<file path="src/core/zlc_defines.svh">
// Operation
// (RULE1) loop start pushes loop end address and its condition onto loop stack
// (RULE2) loop start pushes the address after it onto the pc stack
// (RULE3) loop context is taken while the loop start sits in the address stage
// (RULE4) test and counter decrement happen when e-4 is in execute
// (RULE5) test false: fetch top of loop from pc stack next cycle
// (RULE6) test true: fall through past loop end and pop both stacks that cycle; the code pops at the next edge, at the end of the loop_exit cycle
// (RULE7) each loop entry holds end address, condition code and loop type
// (RULE8) during final four instructions the top register shows the next entry; the code pops after e-3, so only e-2 to e see it
// (RULE9) loop stack is six entries of 32 bits; a seventh push overflows
// (RULE10) counter and address stacks move together with one flag pair
// (RULE11) overflow raises a maskable interrupt request
// (RULE12) top register access over data bus never moves the pointer
// (RULE13) empty stack: top reads all ones and writes are ignored
// (RULE14) explicit push only moves the pointer, contents untouched
// (RULE15) explicit pop removes the top loop entry
// (RULE16) count of zero wraps, giving two to the 32 iterations
// (RULE17) status bit 25 is sticky overflow, cleared by software
// (RULE18) status bit 26 shows empty and clears on push
// (RULE19) forever condition never terminates the loop
// (RULE20) software must not touch the stacks while a loop runs
// (RULE21) counter loops load the count and push it onto the count stack
// (RULE22) empty count stack reads all ones, writes ignored, writes never push
// (RULE23) overflowing push keeps the six entries and sets overflow
// (RULE24) reset empties the stacks, sets empty and clears overflow
`ifndef ZLC_DEFINES_SVH
`define ZLC_DEFINES_SVH
`define ZLC_DEPTH         3'h6
`define ZLC_LEVEL_RST     3'h0
`define ZLC_EMPTY_VAL     32'hffffffff
`define ZLC_TEST_DIST     25'h0000004
`define ZLC_COND_FOREVER  5'h1f
`define ZLC_STS_OVF_BIT   25
`define ZLC_STS_EMPTY_BIT 26
`endif

</file>
<file path="src/core/zlc_pkg.sv">
package zlc_pkg;

   typedef enum logic [1:0] {
      zlc_reg_loop_end_stack_top  = 2'b00,
      zlc_reg_count  = 2'b01,
      zlc_reg_status = 2'b10,
      zlc_reg_none   = 2'b11
   } zlc_reg_type;

   typedef enum logic [1:0] {
      zlc_lt_arith   = 2'b00,
      zlc_lt_counter = 2'b01,
      zlc_lt_forever = 2'b10,
      zlc_lt_rsvd    = 2'b11
   } zlc_ltype_type;

   typedef struct packed {
      zlc_ltype_type ltype;
      logic [4:0]    cond;
      logic [24:0]   end_addr;
   } zlc_loop_end_stack_top_type;

   typedef struct packed {
      zlc_loop_end_stack_top_type loop_end_stack_top;
      logic [31:0]   count;
   } zlc_lent_type;

   typedef struct packed {
      zlc_loop_end_stack_top_type loop_end_stack_top;
      logic [31:0]   count;
      logic [24:0]   top_pc;
   } zlc_do_type;

   typedef struct packed {
      zlc_reg_type sel;
      logic        rd;
      logic        wr;
      logic [31:0] wdata;
   } zlc_dm_type;

endpackage

</file>
<file path="src/core/zlc_loop_ctrl.sv">
`timescale 1ns/10ps
`default_nettype none
`include "zlc_defines.svh"
module zlc_loop_ctrl
(
   // clock and reset
   input  wire logic               mclk,
   input  wire logic               nrst,
   // loop start in address and execute stages
   input  wire logic               ad_do_valid,
   input  wire zlc_pkg::zlc_do_type ad_do,
   input  wire logic               ex_do_valid,
   // execute stage position
   input  wire logic               ex_valid,
   input  wire logic [24:0]        ex_pc,
   // condition logic
   output logic [4:0]              test_cond,
   input  wire logic               cond_met,
   // explicit stack instructions
   input  wire logic               exp_push,
   input  wire logic               exp_pop,
   // fetch steering
   output logic                    loop_back,
   output logic                    loop_exit,
   output logic [24:0]             fetch_addr,
   // data memory bus
   input  wire zlc_pkg::zlc_dm_type data_memory_bus,
   output logic [31:0]             dm_rdata,
   // status and interrupt
   input  wire logic               ovf_irq_mask,
   output logic                    loop_ovf_irq,
   output logic                    loop_stacks_overflow_flag,
   output logic                    loop_stacks_empty_flag,
   output logic [31:0]             current_iteration_count
);
   import zlc_pkg::*;

   // ------------------------------------------------------------
   // declarations
   // ------------------------------------------------------------
   zlc_do_type   do_stage;
   zlc_lent_type lent;
   zlc_lent_type push_ent;
   zlc_lent_type next_ent;
   logic [63:0]  ls_top;
   logic [2:0]   ls_level;
   logic         ls_empty;
   logic         ls_push;
   logic         ls_pop;
   logic         ls_wr;
   logic         ovf_evt;
   logic [24:0]  pc_top;
   logic [2:0]   pc_level;
   logic         test_hit;
   logic         is_counter;
   logic         is_forever;
   logic         term;
   logic         test_true;
   logic         test_false;
   logic         dm_wr_loop_end_stack_top;
   logic         dm_wr_count;
   logic         dm_wr_status;
   logic         next_ovf;

   // ------------------------------------------------------------
   // loop context capture
   // ------------------------------------------------------------
   // context is latched in the address stage so the entry
   // to push is ready when the loop start executes
   always_ff @(posedge mclk)
   begin
      if (!nrst)
         do_stage <= '0;
      else if (ad_do_valid)
         do_stage <= ad_do;                                // RULE3
   end

   assign push_ent.loop_end_stack_top = do_stage.loop_end_stack_top;                 // RULE7
   assign push_ent.count = do_stage.count;                 // RULE21

   // ------------------------------------------------------------
   // loop stack: address and count move as one entry
   // ------------------------------------------------------------
   assign ls_push = ex_do_valid || exp_push;               // RULE14
   assign ls_pop  = loop_exit || exp_pop;                  // RULE15

   zlc_stack
   #(
      .W (64)
   )
   u_loop_stack
   (
      .mclk      (mclk),
      .nrst      (nrst),
      .push      (ls_push),
      .push_load (ex_do_valid),                            // RULE1
      .pop       (ls_pop),
      .wr_top    (ls_wr),
      .push_data (push_ent),
      .wr_data   (next_ent),
      .top       (ls_top),
      .level     (ls_level),
      .empty     (ls_empty),
      .ovf_evt   (ovf_evt)
   );                                                      // RULE10

   assign lent                    = ls_top;
   assign current_iteration_count = lent.count;            // RULE22

   // ------------------------------------------------------------
   // pc stack: top of loop addresses
   // ------------------------------------------------------------
   zlc_stack
   #(
      .W (25)
   )
   u_pc_stack
   (
      .mclk      (mclk),
      .nrst      (nrst),
      .push      (ex_do_valid),
      .push_load (ex_do_valid),
      .pop       (loop_exit),
      .wr_top    (1'b0),
      .push_data (do_stage.top_pc),
      .wr_data   (25'h0),
      .top       (pc_top),
      .level     (pc_level),
      .empty     (),
      .ovf_evt   ()
   );                                                      // RULE2

   // ------------------------------------------------------------
   // termination test
   // ------------------------------------------------------------
   assign test_cond  = lent.loop_end_stack_top.cond;
   assign is_counter = (lent.loop_end_stack_top.ltype == zlc_lt_counter);
   assign is_forever = (lent.loop_end_stack_top.cond == `ZLC_COND_FOREVER) ||
                       (lent.loop_end_stack_top.ltype == zlc_lt_forever);

   // the test fires with e-4 in execute
   assign test_hit = ex_valid && !ls_empty &&
                     (ex_pc == lent.loop_end_stack_top.end_addr - `ZLC_TEST_DIST); // RULE4

   // zero count decrements to all ones and keeps looping
   always_comb
   begin
      if (is_forever)
         term = 1'b0;                                      // RULE19
      else if (is_counter)
         term = (lent.count == 32'h00000001);              // RULE16
      else
         term = cond_met;
   end

   assign test_true  = test_hit && term;
   assign test_false = test_hit && !term;

   // ------------------------------------------------------------
   // fetch steering and early pop
   // ------------------------------------------------------------
   always_ff @(posedge mclk)
   begin
      if (!nrst)
      begin
         loop_back <= 1'b0;
         loop_exit <= 1'b0;
      end
      else
      begin
         loop_back <= test_false;                          // RULE5
         loop_exit <= test_true;                           // RULE6
      end
   end

   // exit pops the entry before the loop end executes, so the
   // top register already shows the enclosing loop
   always_ff @(posedge mclk)
   begin
      if (!nrst)
         fetch_addr <= 25'h0;
      else if (test_true)
         fetch_addr <= lent.loop_end_stack_top.end_addr + 25'h1;        // RULE8
      else if (test_false)
         fetch_addr <= pc_top;                             // RULE5
   end

   // ------------------------------------------------------------
   // top entry updates
   // ------------------------------------------------------------
   assign dm_wr_loop_end_stack_top  = data_memory_bus.wr && (data_memory_bus.sel == zlc_reg_loop_end_stack_top);
   assign dm_wr_count  = data_memory_bus.wr && (data_memory_bus.sel == zlc_reg_count);
   assign dm_wr_status = data_memory_bus.wr && (data_memory_bus.sel == zlc_reg_status);

   // a bus write of the count wins over the decrement
   always_comb
   begin
      next_ent = lent;
      ls_wr    = 1'b0;
      if (dm_wr_loop_end_stack_top)
      begin
         next_ent.loop_end_stack_top = data_memory_bus.wdata;           // RULE12
         ls_wr          = 1'b1;
      end
      if (dm_wr_count)
      begin
         next_ent.count = data_memory_bus.wdata;           // RULE22
         ls_wr          = 1'b1;
      end
      else if (test_hit && is_counter)
      begin
         next_ent.count = lent.count - 32'h00000001;       // RULE4
         ls_wr          = 1'b1;
      end
   end

   // ------------------------------------------------------------
   // status flags and interrupt
   // ------------------------------------------------------------
   // overflow set wins over a software clear in the same cycle
   always_comb
   begin
      next_ovf = loop_stacks_overflow_flag;
      if (ovf_evt)
         next_ovf = 1'b1;                                  // RULE17
      else if (dm_wr_status && !data_memory_bus.wdata[`ZLC_STS_OVF_BIT])
         next_ovf = 1'b0;
   end

   always_ff @(posedge mclk)
   begin
      if (!nrst)
         loop_stacks_overflow_flag <= 1'b0;                // RULE24
      else
         loop_stacks_overflow_flag <= next_ovf;
   end

   assign loop_stacks_empty_flag = ls_empty;               // RULE18

   always_ff @(posedge mclk)
   begin
      if (!nrst)
         loop_ovf_irq <= 1'b0;
      else
         loop_ovf_irq <= ovf_evt && !ovf_irq_mask;         // RULE11
   end

   // ------------------------------------------------------------
   // data memory bus read
   // ------------------------------------------------------------
   always_ff @(posedge mclk)
   begin
      if (!nrst)
         dm_rdata <= 32'h0;
      else if (data_memory_bus.rd)
      begin
         if (data_memory_bus.sel == zlc_reg_loop_end_stack_top)
            dm_rdata <= lent.loop_end_stack_top;                        // RULE13
         else if (data_memory_bus.sel == zlc_reg_count)
            dm_rdata <= lent.count;                        // RULE22
         else if (data_memory_bus.sel == zlc_reg_status)
         begin
            dm_rdata                     <= 32'h0;
            dm_rdata[`ZLC_STS_OVF_BIT]   <= loop_stacks_overflow_flag;
            dm_rdata[`ZLC_STS_EMPTY_BIT] <= ls_empty;
         end
         else
            dm_rdata <= 32'h0;
      end
   end

   // ------------------------------------------------------------
   // checks
   // ------------------------------------------------------------
   chk_push_depth: assert property ( // RULE1
      @(posedge mclk) disable iff (!nrst)
      ex_do_valid && !ls_pop && ls_level != `ZLC_DEPTH
      |=> ls_level == $past(ls_level) + 3'h1 && lent.loop_end_stack_top == $past(do_stage.loop_end_stack_top))
      else $error("loop start did not push loop entry");

   chk_pc_push: assert property ( // RULE2
      @(posedge mclk) disable iff (!nrst)
      ex_do_valid && !loop_exit && pc_level != `ZLC_DEPTH
      |=> pc_top == $past(do_stage.top_pc))
      else $error("top of loop not on pc stack");

   chk_stage_use: assert property ( // RULE3
      @(posedge mclk) disable iff (!nrst)
      ad_do_valid ##1 ex_do_valid && !ls_pop && ls_level != `ZLC_DEPTH
      |=> lent.loop_end_stack_top == $past(ad_do.loop_end_stack_top, 2))
      else $error("address stage context not pushed");

   chk_count_dec: assert property ( // RULE4
      @(posedge mclk) disable iff (!nrst)
      test_hit && is_counter && !dm_wr_count && !ls_push && !exp_pop && !loop_exit
      |=> current_iteration_count == $past(lent.count) - 32'h00000001)
      else $error("counter not decremented at test");

   chk_loop_back: assert property ( // RULE5
      @(posedge mclk) disable iff (!nrst)
      test_false |=> loop_back && !loop_exit && fetch_addr == $past(pc_top))
      else $error("loop back missing or wrong address");

   chk_exit_pop: assert property ( // RULE6
      @(posedge mclk) disable iff (!nrst)
      test_true && !ls_push && !exp_pop
      |=> loop_exit && fetch_addr == $past(lent.loop_end_stack_top.end_addr) + 25'h1
      ##1 ls_level == $past(ls_level, 2) - 3'h1)
      else $error("loop exit or pop missing");

   chk_depth_cap: assert property ( // RULE23
      @(posedge mclk) disable iff (!nrst)
      ls_level == `ZLC_DEPTH && ls_push && !ls_pop
      |=> ls_level == `ZLC_DEPTH && loop_stacks_overflow_flag)
      else $error("overflow push changed depth");

   chk_ovf_irq: assert property ( // RULE11
      @(posedge mclk) disable iff (!nrst)
      ls_level == `ZLC_DEPTH && ls_push && !ls_pop && !ovf_irq_mask |=> loop_ovf_irq)
      else $error("overflow interrupt not raised");

   chk_ptr_hold: assert property ( // RULE12
      @(posedge mclk) disable iff (!nrst)
      data_memory_bus.wr && !ls_push && !ls_pop |=> $stable(ls_level))
      else $error("register write moved stack pointer");

   chk_empty_read: assert property ( // RULE13
      @(posedge mclk) disable iff (!nrst)
      data_memory_bus.rd && data_memory_bus.sel == zlc_reg_loop_end_stack_top && ls_empty
      |=> dm_rdata == `ZLC_EMPTY_VAL)
      else $error("empty top read not all ones");

   chk_wrap: assert property ( // RULE16
      @(posedge mclk) disable iff (!nrst)
      test_hit && is_counter && !is_forever && lent.count == 32'h0 |=> !loop_exit)
      else $error("zero count ended loop");

   chk_ovf_sticky: assert property ( // RULE17
      @(posedge mclk) disable iff (!nrst)
      loop_stacks_overflow_flag && !dm_wr_status |=> loop_stacks_overflow_flag)
      else $error("overflow flag not sticky");

   chk_empty_clr: assert property ( // RULE18
      @(posedge mclk) disable iff (!nrst)
      ls_empty && ls_push |=> !loop_stacks_empty_flag)
      else $error("empty flag not cleared by push");

   chk_forever: assert property ( // RULE19
      @(posedge mclk) disable iff (!nrst)
      test_hit && is_forever |=> !loop_exit && loop_back)
      else $error("forever loop terminated");

endmodule
`default_nettype wire

</file>
<file path="src/core/zlc_stack.sv">
`timescale 1ns/10ps
`default_nettype none
`include "zlc_defines.svh"
module zlc_stack
#(
   parameter int W = 32
)
(
   // clock and reset
   input  wire logic         mclk,
   input  wire logic         nrst,
   // stack operations
   input  wire logic         push,
   input  wire logic         push_load,
   input  wire logic         pop,
   input  wire logic         wr_top,
   input  wire logic [W-1:0] push_data,
   input  wire logic [W-1:0] wr_data,
   // state
   output logic [W-1:0]      top,
   output logic [2:0]        level,
   output logic              empty,
   output logic              ovf_evt
);
   logic [W-1:0] mem [`ZLC_DEPTH];
   logic         do_pop;
   logic         do_push;
   logic         load_en;
   logic         wr_en;
   logic [2:0]   top_idx;
   logic [2:0]   load_idx;
   logic [2:0]   next_level;

   assign empty    = (level == 3'h0);
   assign top_idx  = level - 3'h1;
   assign do_pop   = pop && !empty;
   assign do_push  = push && ((level != `ZLC_DEPTH) || do_pop);
   assign ovf_evt  = push && !do_push;                     // RULE9
   assign load_en  = push_load && do_push;                 // RULE14
   assign load_idx = do_pop ? top_idx : level;
   assign wr_en    = wr_top && !empty && !load_en;         // RULE13
   assign top      = empty ? '1 : mem[top_idx];            // RULE13

   always_comb
   begin
      next_level = level;
      if (do_push && !do_pop)
         next_level = level + 3'h1;
      else if (do_pop && !do_push)
         next_level = top_idx;
   end

   // overflowing push leaves level at six
   always_ff @(posedge mclk)
   begin
      if (!nrst)
         level <= `ZLC_LEVEL_RST;                          // RULE24
      else
         level <= next_level;                              // RULE23
   end

   for (genvar i = 0; i < `ZLC_DEPTH; i++)
   begin : g_ent
      always_ff @(posedge mclk)
      begin
         if (load_en && load_idx == 3'(i))
            mem[i] <= push_data;
         else if (wr_en && top_idx == 3'(i))
            mem[i] <= wr_data;                             // RULE12
      end
   end
endmodule
`default_nettype wire

</file>
<file path="config.mk">
export PLATFORM = sky130hd
export DESIGN_NAME = zlc_loop_ctrl
export DESIGN_NICKNAME = d
export VERILOG_FILES = /design/src/core/zlc_pkg.sv /design/src/core/zlc_loop_ctrl.sv /design/src/core/zlc_stack.sv
export VERILOG_INCLUDE_DIRS = /design/src /design/src/core
export SDC_FILE = /design/constraint.sdc
export NUM_CORES = 1
export LEC_CHECK = 0
export ABC_AREA = 1
export BUFFER_PORTS_ARGS = -buffer_cell sky130_fd_sc_hd__buf_4
export CORE_ASPECT_RATIO = 0.9
export CORE_MARGIN = 3
export CORE_UTILIZATION = 35
export DETAILED_ROUTE_END_ITERATION = 8
export GPL_ROUTABILITY_DRIVEN = 0
export PLACE_DENSITY_LB_ADDON = 0.12
export SYNTH_ARGS = -nofsm -noshare
export SYNTH_HDL_FRONTEND = slang
export SYNTH_HIERARCHICAL = 1
export SYNTH_SLANG_ARGS = --single-unit
export TNS_END_PERCENT = 5
</file>
<file path="constraint.sdc">
create_clock -name mclk -period 9 [get_ports mclk]
set_input_delay 0.9 -clock mclk [delete_from_list [all_inputs] [get_ports mclk]]
set_output_delay 0.9 -clock mclk [all_outputs]
set_load 0.02 [all_outputs]
</file>
==> tab_implementation.tex, run 1 <==
\begin{tabular}{lr}
\hline
Metric & Value \\
\hline
\multicolumn{2}{l}{\textbf{STA}} \\
\quad Normalized max-slew margin & 17.54\% \\
\quad Final hold viol count & 0 \\
\quad Final-report max-slew violation count & 0 \\
\quad Least setup slack across all paths after layout & 1.986 ns \\
\quad RSZ-0062 raised after global routing & false \\
\quad Slew of the pin with the lowest slew margin & 1.237 ns \\
\quad Min cycle time layout & 7.014 ns \\
\quad Highest achievable clock rate & 142.6 MHz \\
\quad Final number of setup-violating endpoints & 0 \\
\quad Final TNS setup & 0 ns \\
\quad Final worst-path cycle share & 77.94\% \\
\quad Worst clock skew & 0.03728 ns \\
\multicolumn{2}{l}{\textbf{Synth}} \\
\quad Per-instance average area after synthesis & 8.351 um2 \\
\quad Yosys synthesis warning count & 6 \\
\quad Area of the mapped netlist & 38070 um2 \\
\quad Cells after synthesis & 4559 \\
\multicolumn{2}{l}{\textbf{GRT}} \\
\quad Number of global-route vias before repair & 30.69k \\
\quad Largest net degree at the start of global routing & 97 \\
\quad Initial antenna violation count & 2 \\
\quad Total congestion overflow & 0 \\
\quad Tot GR Track Use & 26.36\% \\
\quad Global-route wire length before repair & 220400 um \\
\multicolumn{2}{l}{\textbf{Finish}} \\
\quad Area growth, synth to finish & 13.65\% \\
\quad Multi-input gate area in the final layout & 15900 um2 \\
\quad Fraction of layout instances using a drive strength above 1 & 13.64\% \\
\quad Area used by sequential logic in the layout & 19160 um2 \\
\quad Util after Layout & 40.18\% \\
\quad Final \#Nets & 4877 \\
\quad Non-filler cells, final & 6218 \\
\quad Number of fill cells & 10.94k \\
\quad Fin area & 43270 um2 \\
\multicolumn{2}{l}{\textbf{Placement}} \\
\quad Instance area at placement & 40680 um2 \\
\quad Number of buffers inserted by port buffering & 257 \\
\quad Placement-stage worst setup slack & 2.097 ns \\
\quad Detailed placement HPWL & 100300 um \\
\quad Placed Cells incl. Taps & 6066 \\
\multicolumn{2}{l}{\textbf{Status}} \\
\quad Run status & finished clean \\
\multicolumn{2}{l}{\textbf{Critical path}} \\
\quad Slowest cell on the critical path & sky130\_fd\_sc\_hd\_\_buf\_4 \\
\quad Delay-heaviest family, CP & buffers and inverters \\
\quad Cell repeated most along the worst path & sky130\_fd\_sc\_hd\_\_nand2\_1 \\
\quad Worst Path Buf+Inv & 8 \\
\quad Kind of start point of the critical path & register \\
\quad Highest net fanout along the worst path & 72 \\
\quad Sort of element at the end of the critical path & register \\
\quad Req. time, crit path & 9.39 ns \\
\quad Crit path largest cell delay & 0.85 ns \\
\quad Type of the worst setup path & reg -> reg \\
\quad Arrival time reported for the critical path endpoint & 7.40 ns \\
\multicolumn{2}{l}{\textbf{Run}} \\
\quad Maximum Capacitance Violations & 0 \\
\multicolumn{2}{l}{\textbf{Power}} \\
\quad Leakage power summed over all cells & 17.44 nW \\
\quad Pwr/cell area & 347.8 nW/um2 \\
\quad Peak supply drop & 0.2031 mV \\
\multicolumn{2}{l}{\textbf{Clock network}} \\
\quad Clock slew seen by the registers of the worst setup and hold paths & 0.06 ns \\
\quad Clock sink total & 690 \\
\quad CTS root buf & sky130\_fd\_sc\_hd\_\_clkbuf\_16 \\
\quad Skew-Pair Late Insertion Delay & 0.68 ns \\
\quad CTS buffer count & 81 \\
\quad Maximum buffer depth of the clock tree & 3 \\
\quad H-Tree Depth & 3 \\
\quad Hold-fix buffers at CTS & 0 \\
\quad Clock tree from TritonCTS & built \\
\quad Post-CTS setup buffers & 0 \\
\quad Post-cts sizing count & 0 \\
\multicolumn{2}{l}{\textbf{Floorplan}} \\
\quad Area inside the core boundary & 107700 um2 \\
\quad Site row count & 114 \\
\quad Die Y-Extent & 318.9 um \\
\quad Overall die area & 112800 um2 \\
\quad Initial Utilization & 35.35\% \\
\quad Die width & 353.7 um \\
\quad Ports placed on the boundary & 258 \\
\multicolumn{2}{l}{\textbf{Route}} \\
\quad Number of vias after detailed routing & 33.22k \\
\quad Drt drc & 0 \\
\quad Routed length on met2 & 65330 um \\
\quad Number of DRC markers in iteration 0 & 3646 \\
\quad Via density per instance & 5.343 \\
\quad Final antenna-violating net count & 0 \\
\quad Post-detailed-routing wire length & 152700 um \\
\quad Routed met3 length & 13840 um \\
\quad Routed wire per std cell & 24.55 um \\
\quad Number of detailed-route iterations in the first pass & 6 \\
\quad Top Layer Used & met4 \\
\quad Routed metal-1 wirelength & 69080 um \\
\multicolumn{2}{l}{\textbf{Worst hold path}} \\
\quad Tightest Hold Check Type & in -> reg \\
\hline
\end{tabular}
## registers in the layout, indices dropped and copies added (netlist names)
name / cells
u_loop_stack/mem: 384
u_pc_stack/mem: 150
do_stage: 89
dm_rdata: 32
fetch_addr: 25
u_loop_stack/level: 3
u_pc_stack/level: 3
loop_back: 1
loop_exit: 1
loop_ovf_irq: 1
loop_stacks_overflow_flag: 1
## worst register-to-register path, cell delays in order (launching register included)
cell	delay (ns)
sky130_fd_sc_hd__dfxtp_4	0.36
sky130_fd_sc_hd__buf_4	0.62
sky130_fd_sc_hd__buf_4	0.84
sky130_fd_sc_hd__o21ai_0	0.24
sky130_fd_sc_hd__o211ai_1	0.42
sky130_fd_sc_hd__inv_1	0.31
sky130_fd_sc_hd__ha_1	0.32
sky130_fd_sc_hd__nand2_1	0.13
sky130_fd_sc_hd__nor2_1	0.07
sky130_fd_sc_hd__nand2_1	0.13
sky130_fd_sc_hd__nand2_1	0.10
sky130_fd_sc_hd__nand2_1	0.09
sky130_fd_sc_hd__nand2_1	0.08
sky130_fd_sc_hd__nand2_1	0.07
sky130_fd_sc_hd__nor2_1	0.04
sky130_fd_sc_hd__nand2_1	0.07
sky130_fd_sc_hd__inv_1	0.04
sky130_fd_sc_hd__nand2_1	0.10
sky130_fd_sc_hd__nor2_4	0.07
sky130_fd_sc_hd__nand3_2	0.14
sky130_fd_sc_hd__buf_4	0.27
sky130_fd_sc_hd__nand3_1	0.11
sky130_fd_sc_hd__inv_1	0.18
sky130_fd_sc_hd__nor2_8	0.10
sky130_fd_sc_hd__nand3_4	0.12
sky130_fd_sc_hd__buf_4	0.58
sky130_fd_sc_hd__buf_4	0.93
sky130_fd_sc_hd__o21ai_0	0.21
## final timing paths
check | from | to | slack (ns) | cells after the start
worst max-delay path | u_loop_stack/level[0] | u_loop_stack/mem[4][62] | 1.99 | 27
worst max register to register | u_loop_stack/level[0] | u_loop_stack/mem[4][62] | 1.99 | 27
worst min register to register | fetch_addr[24] | fetch_addr[24] | 0.52 | 2
worst min-delay path | ovf_irq_mask | loop_ovf_irq | 0.40 | 2
## metrics by stage
stage               hold slack (ns)  power, mW
detailed placement           0.5065      11.67
CTS                          0.3513      14.99
finish                       0.3987      15.05
floorplan                    0.5237      8.336
global placement             0.4992      11.71
global route                 0.3846      15.75
## layout by cell type, fill, tap and decap left out, types with 114 or more instances in the layout
cell and count:
sky130_fd_sc_hd__nand3_1 403, sky130_fd_sc_hd__buf_4 330, sky130_fd_sc_hd__o21ai_1 391, sky130_fd_sc_hd__dfxtp_1 154
sky130_fd_sc_hd__nor2_1 432, sky130_fd_sc_hd__inv_1 291, sky130_fd_sc_hd__o21ai_2 114, sky130_fd_sc_hd__o21ai_0 281
sky130_fd_sc_hd__edfxtp_1 534, sky130_fd_sc_hd__nand2_1 1253
## area by class of cell
| cell class | count | share of cell area, % |
|---|---|---|
| sequential | 690 | 44.29 |
| multi-input combinational | 3277 | 36.76 |
| timing repair buffer | 337 | 6.050 |
| clock buffer | 117 | 5.211 |
| tap | 1450 | 4.193 |
| inverter | 312 | 2.730 |
| clock inverter | 33 | 0.7548 |
| antenna | 2 | 0.01157 |
## power by group
part,internal (mW),switching [mW]
Clock,1.85,1.45
Sequential,3.92,0.186
Combinational,1.87,5.78
## per-layer routing
metal,vias up,global-route usage [%]
met1,15780,38.49
met4,0,7.499
met3,216,5.884
met2,1476,39.03
met5,-,0
li1,15760,-
(Power assumes the default switching activity.)
==> inputs of run 2 (changes only) <==
--- a/config.mk
+++ b/config.mk
@@ -6,7 +6,7 @@
 export SDC_FILE = /design/constraint.sdc
 export NUM_CORES = 1
 export LEC_CHECK = 0
-export ABC_AREA = 1
+export ABC_AREA = 0
 export BUFFER_PORTS_ARGS = -buffer_cell sky130_fd_sc_hd__buf_4
 export CORE_ASPECT_RATIO = 0.9
 export CORE_MARGIN = 3
==> constraint.sdc (replaced) <==
create_clock -name mclk -period 6.6 [get_ports mclk]
set_input_delay 0.66 -clock mclk [delete_from_list [all_inputs] [get_ports mclk]]
set_output_delay 0.66 -clock mclk [all_outputs]
set_load 0.02 [all_outputs]
==> tab_implementation.tex, run 2 <==
\begin{tabular}{lr}
\hline
Metric & Value \\
\hline
\multicolumn{2}{l}{\textbf{Synth}} \\
\quad Yosys synthesis warning count & 6 \\
\quad Per-instance average area after synthesis & 13.03 um2 \\
\quad Cells after synthesis & 2855 \\
\quad Area of the mapped netlist & 37210 um2 \\
\multicolumn{2}{l}{\textbf{Critical path}} \\
\quad Req. time, crit path & 6.98 ns \\
\quad Highest net fanout along the worst path & 64 \\
\quad Arrival time reported for the critical path endpoint & 6.72 ns \\
\quad Sort of element at the end of the critical path & register \\
\quad Kind of start point of the critical path & register \\
\quad Type of the worst setup path & reg -> reg \\
\multicolumn{2}{l}{\textbf{Route}} \\
\quad Drt drc & 0 \\
\quad Number of vias after detailed routing & 25.81k \\
\quad Post-detailed-routing wire length & 127400 um \\
\quad Final antenna-violating net count & 0 \\
\quad Via density per instance & 5.460 \\
\quad Number of DRC markers in iteration 0 & 2085 \\
\quad Number of detailed-route iterations in the first pass & 7 \\
\quad Routed wire per std cell & 26.95 um \\
\multicolumn{2}{l}{\textbf{Floorplan}} \\
\quad Initial Utilization & 35.59\% \\
\quad Die Y-Extent & 315.3 um \\
\quad Die width & 349.7 um \\
\quad Site row count & 112 \\
\quad Area inside the core boundary & 104500 um2 \\
\quad Ports placed on the boundary & 258 \\
\quad Overall die area & 110300 um2 \\
\multicolumn{2}{l}{\textbf{Finish}} \\
\quad Fraction of layout instances using a drive strength above 1 & 34.38\% \\
\quad Number of fill cells & 9769 \\
\quad Final \#Nets & 3465 \\
\quad Largest registers & u\_loop\_stack/mem (384), u\_pc\_stack/mem (150), do\_stage (89) \\
\quad Area growth, synth to finish & 20.03\% \\
\quad Fin area & 44660 um2 \\
\quad Area used by sequential logic in the layout & 19160 um2 \\
\quad Multi-input gate area in the final layout & 17540 um2 \\
\quad Most used cells in the layout excluding fill and tap cells & sky130\_fd\_sc\_hd\_\_edfxtp\_1 (534), sky130\_fd\_sc\_hd\_\_mux2\_2 (391), sky130\_fd\_sc\_hd\_\_buf\_4 (389) \\
\quad Flip-flop count of the largest register after layout & 384 \\
\quad Most frequent standard cell in the layout excluding fill and tap cells & sky130\_fd\_sc\_hd\_\_edfxtp\_1 \\
\quad Register bank with the most flops & u\_loop\_stack/mem \\
\multicolumn{2}{l}{\textbf{Placement}} \\
\quad Detailed placement HPWL & 83370 um \\
\quad Number of buffers inserted by port buffering & 257 \\
\quad Placement-stage worst setup slack & -0.1609 ns \\
\quad Instance area at placement & 41820 um2 \\
\multicolumn{2}{l}{\textbf{STA}} \\
\quad Min cycle time layout & 6.339 ns \\
\quad Normalized max-slew margin & -32.19\% \\
\quad Final hold viol count & 0 \\
\quad Final TNS setup & 0 ns \\
\quad Final-report max-slew violation count & 108 \\
\quad Highest achievable clock rate & 157.8 MHz \\
\quad Worst clock skew & 0.02638 ns \\
\quad Slew of the pin with the lowest slew margin & 1.981 ns \\
\quad Final number of setup-violating endpoints & 0 \\
\quad Least setup slack across all paths after layout & 0.2613 ns \\
\quad Final worst-path cycle share & 96.04\% \\
\multicolumn{2}{l}{\textbf{Clock network}} \\
\quad Maximum buffer depth of the clock tree & 3 \\
\quad Clock tree from TritonCTS & built \\
\quad CTS buffer count & 81 \\
\quad CTS root buf & sky130\_fd\_sc\_hd\_\_clkbuf\_16 \\
\quad Skew-Pair Late Insertion Delay & 0.65 ns \\
\quad H-Tree Depth & 3 \\
\quad Clock sink total & 690 \\
\quad Clock slew seen by the registers of the worst setup and hold paths & 0.06 ns \\
\multicolumn{2}{l}{\textbf{Power}} \\
\quad Peak supply drop & 0.3086 mV \\
\quad Pwr/cell area & 467.8 nW/um2 \\
\quad Post-route total power & 20.89 mW \\
\quad Leakage power summed over all cells & 17.43 nW \\
\multicolumn{2}{l}{\textbf{GRT}} \\
\quad Largest net degree at the start of global routing & 82 \\
\quad Number of global-route vias before repair & 26.26k \\
\quad Initial antenna violation count & 11 \\
\quad Tot GR Track Use & 22.34\% \\
\quad Total congestion overflow & 0 \\
\quad Global-route wire length before repair & 181400 um \\
\multicolumn{2}{l}{\textbf{Run}} \\
\quad Maximum Capacitance Violations & 0 \\
\multicolumn{2}{l}{\textbf{Status}} \\
\quad Run status & finished, violations left \\
\quad Violated checks & slew limit \\
\multicolumn{2}{l}{\textbf{Worst hold path}} \\
\quad Tightest Hold Check Type & in -> reg \\
\hline
\end{tabular}
-- run 2: report_power, final --
part / switching, mW / leakage (nW) / internal [mW]
Combinational: 7.06 / 9.89 / 3.89
Sequential: 0.197 / 6.25 / 5.31
Clock: 1.85 / 1.29 / 2.59
-- run 2: metal layers --
layer / vias up / part of all wire (%) / track usage, %
met3: 178 / 6.6 / 4.180
met2: 874 / 47 / 36.52
met5: - / 0.051 / 0
li1: 11640 / - / -
met1: 13100 / 44 / 30.69
met4: 10 / 2.1 / 5.354
-- run 2: final timing paths --
path         slack (ns)                   from                      end  cells past startpoint
min reg2reg        0.49          fetch_addr[8]            fetch_addr[8]                      2
max reg2reg        0.26  u_loop_stack/level[1]  u_loop_stack/mem[1][52]                     19
min                0.27              ad_do[64]             do_stage[64]                      3
max                0.26  u_loop_stack/level[1]  u_loop_stack/mem[1][52]                     19
-- run 2: final cells by class --
| cell class | instances | share of cell area, % |
|---|---|---|
| inverters | 52 | 0.4370 |
| multi-input cells | 2049 | 39.28 |
| well taps | 1368 | 3.832 |
| repair buffers | 413 | 7.670 |
| flip-flops and latches | 690 | 42.90 |
| diodes | 5 | 0.02801 |
| clock inverters | 46 | 0.9665 |
| clock buffers | 104 | 4.888 |
-- run 2: timing repair --
action	4_1_cts	5_1_grt
gates cloned	0	4
setup buffers	3	3
endpoints found under the setup margin	585	750
hold buffers	0	0
pin swaps	1	3
gates resized for setup	1	12
-- run 2: critical path: stages, from the launching register on --
cell and delay (ns):
sky130_fd_sc_hd__dfxtp_1 0.42, sky130_fd_sc_hd__inv_1 0.16, sky130_fd_sc_hd__ha_1 0.21, sky130_fd_sc_hd__ha_1 0.45
sky130_fd_sc_hd__nand2_2 0.23, sky130_fd_sc_hd__buf_12 0.24, sky130_fd_sc_hd__o22ai_1 0.16, sky130_fd_sc_hd__o21ai_0 0.34
sky130_fd_sc_hd__or4_1 0.68, sky130_fd_sc_hd__or4_4 0.55, sky130_fd_sc_hd__a2111oi_4 0.28, sky130_fd_sc_hd__nand4_1 0.17
sky130_fd_sc_hd__or4_1 0.58, sky130_fd_sc_hd__nand2_1 0.12, sky130_fd_sc_hd__inv_1 0.11, sky130_fd_sc_hd__a2111oi_4 0.32
sky130_fd_sc_hd__buf_4 0.21, sky130_fd_sc_hd__nand2_4 0.08, sky130_fd_sc_hd__buf_12 0.25, sky130_fd_sc_hd__mux2_4 0.39
-- run 2: stage by stage --
stage | instances | hold slack, ns | utilization [%]
2_1_floorplan | 3008 | 0.5381 | -
3_3_place_gp | 4562 | 0.4719 | 40.00
3_5_place_dp | 4562 | 0.4745 | 40.00
4_1_cts | 4715 | 0.2241 | 42.54
5_1_grt | 4722 | 0.2515 | 42.71
6_report | 4727 | 0.2711 | 42.72
